## config.mk

```make
export PLATFORM = sky130hd
export DESIGN_NAME = operand_address_generator
export DESIGN_NICKNAME = d
export VERILOG_FILES = /design/src/rtl/opaddr_pkg.sv /design/src/rtl/operand_address_generator.sv
export SDC_FILE = /design/constraint.sdc
export NUM_CORES = 1
export LEC_CHECK = 0
export ABC_AREA = 1
export BUFFER_PORTS_ARGS = -buffer_cell sky130_fd_sc_hd__clkbuf_2
export CAP_MARGIN = 15
export CORE_UTILIZATION = 30
export CTS_CLUSTER_SIZE = 8
export DETAILED_ROUTE_END_ITERATION = 8
export GPL_TIMING_DRIVEN = 0
export PLACE_DENSITY = 0.54
export SYNTH_ARGS = -nofsm -noshare
export SYNTH_HDL_FRONTEND = slang
export SYNTH_HIERARCHICAL = 1
export SYNTH_SLANG_ARGS = --single-unit
```

## constraint.sdc

```tcl
create_clock -name clk -period 1.1 [get_ports clk]
set_input_delay 0.22 -clock clk [delete_from_list [all_inputs] [get_ports clk]]
set_output_delay 0.22 -clock clk [all_outputs]
set_load 0.05 [all_outputs]
```

## src/rtl/opaddr_pkg.sv

```systemverilog
package opaddr_pkg;
  localparam int ADDR_W      = 16;
  localparam int DATA_W      = 8;
  localparam int NUM_BANKS   = 4;
  localparam int REGS_PER_BK = 8;
  // register codes within a bank: X A C B E D L H
  localparam logic [2:0] REG_C = 3'h2;
  localparam logic [2:0] REG_B = 3'h3;
  localparam logic [2:0] REG_E = 3'h4;
  localparam logic [2:0] REG_D = 3'h5;
  localparam logic [2:0] REG_L = 3'h6;
  localparam logic [2:0] REG_H = 3'h7;
  // internal high-speed RAM window for the stack
  localparam logic [15:0] HSRAM_LO = 16'hFE20;
  localparam logic [15:0] HSRAM_HI = 16'hFEFF;
  localparam logic [15:0] ADDR_RST = 16'h0000;

  typedef enum logic [2:0] {
    MODE_IND_SECOND,
    MODE_IND_BASE,
    MODE_BASED,
    MODE_IDX_B,
    MODE_IDX_C,
    MODE_STACK
  } mode_t;

  typedef struct packed {
    logic        valid;
    mode_t       mode;
    logic [7:0]  disp;
    logic [2:0]  reg_code;
  } addr_req_t;

  typedef struct packed {
    logic        valid;
    logic [15:0] addr;
    logic        stack_fault;
    logic [7:0]  reg_data;
  } addr_resp_t;
endpackage : opaddr_pkg

```

## src/rtl/operand_address_generator.sv

```systemverilog
`timescale 1ns/1ps
module operand_address_generator (
  // clock and reset
  input  wire logic                   clk,
  input  wire logic                   reset_n,
  // bank selection
  input  wire logic                   bank_select_bit0,
  input  wire logic                   bank_select_bit1,
  // register bank contents, all four banks flattened
  input  wire logic [4*8*8-1:0]       bank_regs,
  input  wire logic [15:0]            stack_top_pointer,
  // request from decode
  input  wire opaddr_pkg::addr_req_t  req,
  // answer to memory access path
  output opaddr_pkg::addr_resp_t      resp
);

  logic [1:0]             bank_idx;
  logic [63:0]            bank_vec;
  logic [7:0]             base_hi;
  logic [7:0]             base_lo;
  logic [7:0]             second_hi;
  logic [7:0]             second_lo;
  logic [7:0]             index_upper;
  logic [7:0]             index_lower;
  logic [7:0]             reg_nxt;
  logic [15:0]            base_register_pair;
  logic [15:0]            second_pointer_pair;
  logic [15:0]            addr_nxt;
  logic                   fault_nxt;
  opaddr_pkg::addr_resp_t resp_r;

  assign bank_idx = {bank_select_bit1, bank_select_bit0};

  // every pair read below comes from this one bank
  lane_mux #(
    .LANE_W (opaddr_pkg::REGS_PER_BK * opaddr_pkg::DATA_W),
    .LANES  (opaddr_pkg::NUM_BANKS)
  ) i_lane_mux_bank (
    .sel   (bank_idx),
    .lanes (bank_regs),
    .lane  (bank_vec)
  );

  lane_mux i_lane_mux_base_hi (
    .sel   (opaddr_pkg::REG_H),
    .lanes (bank_vec),
    .lane  (base_hi)
  );

  lane_mux i_lane_mux_base_lo (
    .sel   (opaddr_pkg::REG_L),
    .lanes (bank_vec),
    .lane  (base_lo)
  );

  lane_mux i_lane_mux_second_hi (
    .sel   (opaddr_pkg::REG_D),
    .lanes (bank_vec),
    .lane  (second_hi)
  );

  lane_mux i_lane_mux_second_lo (
    .sel   (opaddr_pkg::REG_E),
    .lanes (bank_vec),
    .lane  (second_lo)
  );

  lane_mux i_lane_mux_index_upper (
    .sel   (opaddr_pkg::REG_B),
    .lanes (bank_vec),
    .lane  (index_upper)
  );

  lane_mux i_lane_mux_index_lower (
    .sel   (opaddr_pkg::REG_C),
    .lanes (bank_vec),
    .lane  (index_lower)
  );

  // 3-bit opcode field picks one of eight registers
  lane_mux i_lane_mux_reg (
    .sel   (req.reg_code),
    .lanes (bank_vec),
    .lane  (reg_nxt)
  );

  assign base_register_pair  = {base_hi, base_lo};
  assign second_pointer_pair = {second_hi, second_lo};

  always_comb begin
    fault_nxt = 1'b0;
    case (req.mode)
      opaddr_pkg::MODE_IND_SECOND: addr_nxt = second_pointer_pair;
      opaddr_pkg::MODE_IND_BASE: addr_nxt = base_register_pair;
      // 17-bit sum cut to 16 bits drops the carry
      opaddr_pkg::MODE_BASED: addr_nxt = 16'(base_register_pair + {8'h00, req.disp});
      opaddr_pkg::MODE_IDX_B: addr_nxt = 16'(base_register_pair
                                 + {8'h00, index_upper});
      opaddr_pkg::MODE_IDX_C: addr_nxt = 16'(base_register_pair
                                 + {8'h00, index_lower});
      opaddr_pkg::MODE_STACK: begin
        addr_nxt  = stack_top_pointer;
        // out-of-window pointer is flagged rather than passed silently
        fault_nxt = (stack_top_pointer < opaddr_pkg::HSRAM_LO)
                 || (stack_top_pointer > opaddr_pkg::HSRAM_HI);
      end
      default: addr_nxt = opaddr_pkg::ADDR_RST;
    endcase
  end

  always_ff @(posedge clk or negedge reset_n) begin
    if (!reset_n) begin
      resp_r <= '0;
    end else begin
      resp_r.valid       <= req.valid;
      resp_r.addr        <= addr_nxt;
      resp_r.stack_fault <= req.valid & fault_nxt;
      resp_r.reg_data    <= reg_nxt;
    end
  end

  assign resp = resp_r;

  property p_based_sum;
    @(posedge clk) disable iff (!reset_n)
      (req.valid && req.mode == opaddr_pkg::MODE_BASED)
      |=> resp.addr == 16'($past(base_register_pair) + {8'h00, $past(req.disp)});
  endproperty
  a_based_sum: assert property (p_based_sum) else $error("based sum wrong");

  property p_ind_second;
    @(posedge clk) disable iff (!reset_n)
      (req.valid && req.mode == opaddr_pkg::MODE_IND_SECOND)
      |=> resp.valid && resp.addr == $past(second_pointer_pair);
  endproperty
  a_ind_second: assert property (p_ind_second) else $error("indirect address wrong");

  property p_idx_c;
    @(posedge clk) disable iff (!reset_n)
      (req.valid && req.mode == opaddr_pkg::MODE_IDX_C)
      |=> resp.addr == 16'($past(base_register_pair) + {8'h00, $past(bank_vec[23:16])});
  endproperty
  a_idx_c: assert property (p_idx_c) else $error("indexed sum wrong");

  property p_stack;
    @(posedge clk) disable iff (!reset_n)
      (req.valid && req.mode == opaddr_pkg::MODE_STACK)
      |=> resp.addr == $past(stack_top_pointer)
          && resp.stack_fault == ($past(stack_top_pointer) < opaddr_pkg::HSRAM_LO
                                  || $past(stack_top_pointer) > opaddr_pkg::HSRAM_HI);
  endproperty
  a_stack: assert property (p_stack) else $error("stack address wrong");

  property p_no_fault;
    @(posedge clk) disable iff (!reset_n)
      (req.mode != opaddr_pkg::MODE_STACK) |=> !resp.stack_fault;
  endproperty
  a_no_fault: assert property (p_no_fault) else $error("spurious stack fault");

  property p_ind_base;
    @(posedge clk) disable iff (!reset_n)
      (req.valid && req.mode == opaddr_pkg::MODE_IND_BASE)
      |=> resp.valid && resp.addr == $past(base_register_pair);
  endproperty
  a_ind_base: assert property (p_ind_base) else $error("base indirect address wrong");

  property p_idx_b;
    @(posedge clk) disable iff (!reset_n)
      (req.valid && req.mode == opaddr_pkg::MODE_IDX_B)
      |=> resp.addr == 16'($past(base_register_pair) + {8'h00, $past(bank_vec[31:24])});
  endproperty
  a_idx_b: assert property (p_idx_b) else $error("upper indexed sum wrong");

  // bank pick checked against the flat input, not the lane mux
  property p_bank_pick;
    @(posedge clk) disable iff (!reset_n)
      (req.valid && req.mode == opaddr_pkg::MODE_IND_BASE)
      |=> resp.addr == 16'($past(bank_regs) >> (64 * $past(bank_idx) + 48));
  endproperty
  a_bank_pick: assert property (p_bank_pick) else $error("wrong register bank");

  property p_reg_pick;
    @(posedge clk) disable iff (!reset_n)
      req.valid |=> resp.reg_data == 8'($past(bank_vec) >> (8 * $past(req.reg_code)));
  endproperty
  a_reg_pick: assert property (p_reg_pick) else $error("register operand wrong");

  property p_valid_follow;
    @(posedge clk) disable iff (!reset_n)
      req.valid |=> resp.valid;
  endproperty
  a_valid_follow: assert property (p_valid_follow) else $error("answer missing");

  property p_idle_quiet;
    @(posedge clk) disable iff (!reset_n)
      !req.valid |=> !resp.valid && !resp.stack_fault;
  endproperty
  a_idle_quiet: assert property (p_idle_quiet) else $error("answer without request");

  // undecoded modes park the address at zero
  property p_undef_mode;
    @(posedge clk) disable iff (!reset_n)
      (req.mode > opaddr_pkg::MODE_STACK) |=> resp.addr == opaddr_pkg::ADDR_RST;
  endproperty
  a_undef_mode: assert property (p_undef_mode) else $error("undecoded mode address");

endmodule : operand_address_generator

// one lane out of a flat vector, shared by the bank and register picks
module lane_mux #(
  parameter int LANE_W = 8,
  parameter int LANES  = 8
) (
  // lane index
  input  wire logic [$clog2(LANES)-1:0] sel,
  // lane n sits at [n*LANE_W +: LANE_W]
  input  wire logic [LANES*LANE_W-1:0]  lanes,
  // chosen lane
  output logic      [LANE_W-1:0]        lane
);

  always_comb begin
    lane = lanes[sel*LANE_W +: LANE_W];
  end

endmodule : lane_mux

```

# Word-level counts from Yosys, hierarchy flattened
# Index checks and enable logic that the tools add are counted.
totals:
  reg_bits: 26
  output_inout_bits: 26
  word_cells: 21
classes:
  n_addsub: 3
  magnitude_cmp: 2
  n_eq_ne: 5
  shift: 2
  muxes: 2
  n_bitwise: 1
  n_reduce_logical: 2
op_table:
  columns: ["cell", "count"]
  rows:
  - ["$shiftx 256x9->64", 1]
  - ["$pmux 16 s6", 1]
  - ["$shiftx 64x7->8", 1]
  - ["$add 16x8->16", 3]
  - ["$gt 16x16->1 const B", 1]
  - ["$lt 16x16->1 const B", 1]
  - ["$eq 3x2->1 const B", 2]
  - ["$eq 3x3->1 const B", 2]
  - ["$eq 3x1->1 const B", 1]
  - ["$logic_not 3->1", 1]
  - ["$and 1x1->1", 1]
  - ["$logic_or 1x1->1", 1]
  - ["$mux 1", 1]

# Longest topological paths before layout
logic_depth:
  word_depth: 4
  ltp_mapped: 24
  mapped_depth_nobuf: 22

# Cells and area by module
# Netlist, hierarchy kept.
by_module_without_submodules:
  columns: ["mod", "instances", "cells_per_inst", "area_per_inst_um2", "seq_area_each_um2"]
  rows:
  - ["lane_mux at i_lane_mux_base_hi ...", 7, 214, 933.4, 0.0]
  - ["lane_mux at i_lane_mux_bank", 1, 747, 3020.4, 0.0]
  - ["operand_address_generator", 1, 285, 2050.7, 650.6]

# Worst setup path before layout
# Ideal clock, no wire load.
synth_path:
  kind: "input to register"
  start: "input bank_select_bit0"
  end: "register resp_r (netlist bit resp[13])"
  setup_ps: 130
  arrival_ps: 2552
  path_slack_ps: -1581
  cell_stages: 22
  path_cell_list: "inv_2 buf_2 buf_2 nand2_1 nand3_1 nand2_1 inv_1 nand2_1 nand3_1 nand2_1 nand2_1 nand2_1 nand4_1 nand3_1 ha_1 fa_1 nand2_1 nand2_1 and2_1 or2_2 nand3_1 nand4_1"
synth_via:
  elab_chain_cells: 3
synth_lines:
  columns: ["item", "line", "source"]
  rows:
  - ["from (decl)", "operand_address_generator.sv:7", "input wire logic bank_select_bit0,"]
  - ["$shiftx 256x9->64", "operand_address_generator.sv:224", "lane = lanes[sel*LANE_W +: LANE_W];"]
  - ["net bank_vec[24]", "operand_address_generator.sv:19", "logic [63:0] bank_vec;"]
  - ["$add 16x8->16", "operand_address_generator.sv:99", "+ {8'h00, index_upper});"]
  - ["$pmux 16 s6", "operand_address_generator.sv:93", "case (req.mode)"]
  - ["net addr_nxt[4]", "operand_address_generator.sv:29", "logic [15:0] addr_nxt;"]
  - ["to (decl)", "operand_address_generator.sv:31", "opaddr_pkg::addr_resp_t resp_r;"]
# The timed path passes the listed nets, and every way through them passes these cells.

# Final worst setup path
# Ends and elaborated chain as after synthesis.

==> qor_table.md <==
| Quantity | Value |
|---|---|
| Outcome | finished with violations |
| Violated checks | hold timing, setup timing |
| Post-synth top area cell | sky130_fd_sc_hd__nand2_1 |
| Post-synth top area share | 34.19% |
| Area occupied by multi-input gates | 0.008493 mm^2 |
| Initial Utilization | 30.67% |
| Fin crit period | 2506 ps |
| Cell seen most often among critical-path stages | sky130_fd_sc_hd__nand2_1 |
| Global route overflow | 0 |
| Biggest cell delay along the critical path | 340 ps |
| Synthesized flop and latch total | 26 |
| Final setup violating endpoints | 24 |
| Drt initial violations | 1300 |
| Share of post-route cells with drive strength above 1 | 29.25% |
| Leading register cell type out of synthesis | sky130_fd_sc_hd__dfrtp_1 |
| Synth top area cells | sky130_fd_sc_hd__nand2_1 34%, sky130_fd_sc_hd__inv_1 24%, sky130_fd_sc_hd__nand3_1 17% |
| Worst-case setup margin in the final layout | -1406 ps |
| Type of the worst setup path | primary input to flop |
| Row count | 71 |
| CTS H-tree lvls | 1 |
| Total number of nets in the final design | 3243 |
| Antenna Violating Nets Remaining | 0 |
| Type of element launching the critical path | primary input |
| Detail-routed via count per cell | 4.752 |
| Sequence of cells on the critical path | clkbuf_16 > inv_12 > buf_12 > buf_8 > nand2_4 > nand3_4 > nand2_4 > inv_2 > nand2_1 > nand3_1 > nand2_1 > nand2_1 > nand2_1 > nand4_1 > nand3_2 > ha_4 > fa_2 > nand2_2 > nand2_4 > and2_4 > or2_4 > nand3_2 > nand4_1 |
| End-of-flow core utilization | 43.77% |
| Routed WL | 60.44 mm |
| Vias in the first global route | 15320 |
| Unrepaired setup endpoints after global routing | yes |
| Post-synthesis cell count | 2530 |
| Final worst path period share | 227.8% |
| CTS tree | yes |
| Master cell of the clock root buffer | sky130_fd_sc_hd__clkbuf_16 |
| Top Family by Delay on Critical Path | simple AND/OR/NAND/NOR gates |
| Flip-flop count of the largest register after layout | 26 |
| Critical path peak fanout | 7 |
| Unique masters post-synth | 38 |
| Transition at the pin with the smallest max-transition slack | 711.2 ps |
| Die area | 0.03947 mm^2 |
| Ranking of synthesized cells by instance count | 1057 x sky130_fd_sc_hd__nand2_1, 739 x sky130_fd_sc_hd__inv_1, 398 x sky130_fd_sc_hd__nand3_1 |
| Maximum number of pins on one net before global-route repair | 27 |
| XOR/XNOR Fraction of Synth Area | 0% |
| Simple-gate portion of the synthesized area | 57.94% |
| Ports | 317 |
| Cell at the slowest stage of the critical path | sky130_fd_sc_hd__fa_2 |
| Fraction of registers with async set/reset | 100.0% |
| Routability-driven placement congestion ratio | 0.9535 |
| Sort of element at the end of the critical path | flop |
| Max-cap violations | 0 |
| Final Hold Vio Count | 26 |
| Pwr Total | 11.54 mW |
| Filler instances | 4253 |
| Mux contribution to synthesized area | 0% |
| Achievable frequency | 0.3991 GHz |
| DP HPWL | 44.78 mm |
| Core Area | 0.03784 mm^2 |
| Clock net sink count | 26 |
| Number of pins exceeding their max-slew limit in the final report | 0 |
| Worst hold path type | primary input to async pin |
| Headroom to the max-slew limit | 52.58% |
| Drt first pass iters | 6 |
| Wire per inst | 17.51 um |
| Maximum root-to-sink buffer count | 2 |
| Layout overhead on the synthesized area | 42.73% |
| Count leader, synth | sky130_fd_sc_hd__nand2_1 |
| Remaining design rule violation count | 0 |
| Leakage power figure | 11.36 nW |
| Hold Slack | -23.43 ps |
| Post-place setup slack | -2326 ps |
| Global Route Usage Sum | 30.20% |
| Worst vdd ir | 517.3 uV |
| EDFF count, synth | 0 |
| Number of buffer and inverter stages on the critical path | 5 |
| DIE WIDTH | 198.7 um |
| Antenna violations before repair | 1 |
| Signal arrival time at the worst endpoint | 2660 ps |
| Global-route wire length before repair | 89.53 mm |
| Worst Path Required | 1260 ps |
| Setup Total Neg Slack | -22710 ps |
| Routed vias | 16410 |
| Combinational family with the most area after synthesis | simple AND/OR/NAND/NOR gates |
| Die extent in y | 198.7 um |
| Compound-cell area share of the yosys netlist | 1.693% |
| Mapped cell area | 0.01160 mm^2 |
| Number of buffers created by CTS | 3 |
| Area taken by flip-flops and latches | 650.6 um^2 |
| Ratio of total power to cell area | 696.8 mW/mm^2 |
| Average footprint of a synthesized cell | 4.587 um^2 |
| Quantity of I/O buffers inserted on ports | 313 |
| Syn. warnings | 6 |
| Clock-pin transition on the worst setup and hold timing paths | 80 ps |
| Adder-cell share of the synthesized area | 1.251% |
| Portion of the post-synthesis area used by sequential elements | 5.606% |
## power breakdown
part           total, mW  switching [mW]  internal [mW]
Combinational       9.26            5.91           3.35
Sequential          1.14          0.0436           1.09
Clock               1.15           0.420          0.728
Total               11.5            6.37           5.17
## layout make-up
type	count	share of cell area (%)
clock inverters	1	0.1813
repair buffers	390	14.75
multi-input cells	1635	51.28
diodes	1	0.01511
inverters	760	17.46
well taps	511	3.860
clock buffers	3	0.4532
flip-flops and latches	26	3.928
plain buffers	125	8.075
## kinds of logic (layout without fill, tap and decap cells)
logic type,after synthesis,count (layout)
other,2,19
AO/OA/AOI/OAI,25,25
flip-flops,26,26
AND/OR/NAND/NOR,1581,1581
buffers and inverters,885,1279
adder cells (fa/ha/maj),11,11
## metrics by stage
stage	hold WS, ps	instances	instance area (um^2)
after floorplan	-75.59	2546	11880
after global placement	309.7	3370	14090
after detailed placement	315.8	3370	14090
after CTS	10.66	3419	15650
after global routing	39.70	3451	16560
final	-23.43	3452	16560
## placed cells by master (no fill, tap or decap), types with 2 or more instances in the layout
master                      Yosys  layout
sky130_fd_sc_hd__nand2_2       71     129
sky130_fd_sc_hd__nand2_1     1057     926
sky130_fd_sc_hd__a221oi_1       4       4
sky130_fd_sc_hd__inv_1        739     726
sky130_fd_sc_hd__bufbuf_16      0       2
sky130_fd_sc_hd__a221oi_2       3       3
sky130_fd_sc_hd__nor2_4         1       4
sky130_fd_sc_hd__nand2_8        0       4
sky130_fd_sc_hd__conb_1         2      18
sky130_fd_sc_hd__clkbuf_16      0       4
sky130_fd_sc_hd__clkbuf_2       0     286
sky130_fd_sc_hd__nand3_1      398     326
sky130_fd_sc_hd__clkbuf_4       1       7
sky130_fd_sc_hd__nor2_1        20      17
sky130_fd_sc_hd__or2_4          0       2
sky130_fd_sc_hd__buf_12         0       5
sky130_fd_sc_hd__ha_4           0      10
sky130_fd_sc_hd__buf_6         40      64
sky130_fd_sc_hd__buf_2         44      24
sky130_fd_sc_hd__buf_4         27      88
sky130_fd_sc_hd__a21oi_4        0       2
sky130_fd_sc_hd__clkbuf_8       0       3
sky130_fd_sc_hd__nor3_1         5       3
sky130_fd_sc_hd__nand3b_1       2       2
sky130_fd_sc_hd__a22o_1         3       3
sky130_fd_sc_hd__buf_8          7      32
sky130_fd_sc_hd__dfrtp_1       26      26
sky130_fd_sc_hd__a21oi_1        6       4
sky130_fd_sc_hd__inv_4          8      11
sky130_fd_sc_hd__buf_16         0       3
sky130_fd_sc_hd__nand4_1       17      17
sky130_fd_sc_hd__nor3_2         0       2
sky130_fd_sc_hd__inv_2         13      22
sky130_fd_sc_hd__nand3_4        1      11
sky130_fd_sc_hd__and2_4         0       2
sky130_fd_sc_hd__nand2_4        2      71
sky130_fd_sc_hd__nand3_2        1      63
sky130_fd_sc_hd__o21ai_1        4       4
## worst max path at each step
stage	from	endpoint	slack (ps)	cells after the start
2_1_floorplan	bank_select_bit0	resp[13]	-1270	22
3_3_place_gp	bank_select_bit0	resp[24]	-2260	24
3_5_place_dp	bank_select_bit0	resp[24]	-2330	24
4_1_cts	bank_select_bit0	resp[13]	-1400	22
5_1_grt	bank_select_bit0	resp[22]	-1530	25
6_report	bank_select_bit0	resp[13]	-1410	23
## layer usage
metal | share of wire, % | wire [um] | vias up | global-route usage [%]
met3 | 7.3 | 4396 | 165 | 3.357
met1 | 41 | 24580 | 7505 | 38.07
met4 | 5.3 | 3222 | 0 | 13.90
met2 | 47 | 28240 | 706 | 51.27
li1 | - | - | 8029 | -
met5 | 0 | 0 | - | 0
## what timing repair did
action	CTS	global route
hold buffers	0	0
gates resized for setup	253	194
endpoints found under the setup margin	37	45
cloned	5	0
pin swaps	59	96
setup buffers	40	32
Power figures use the tool's default switching activity.
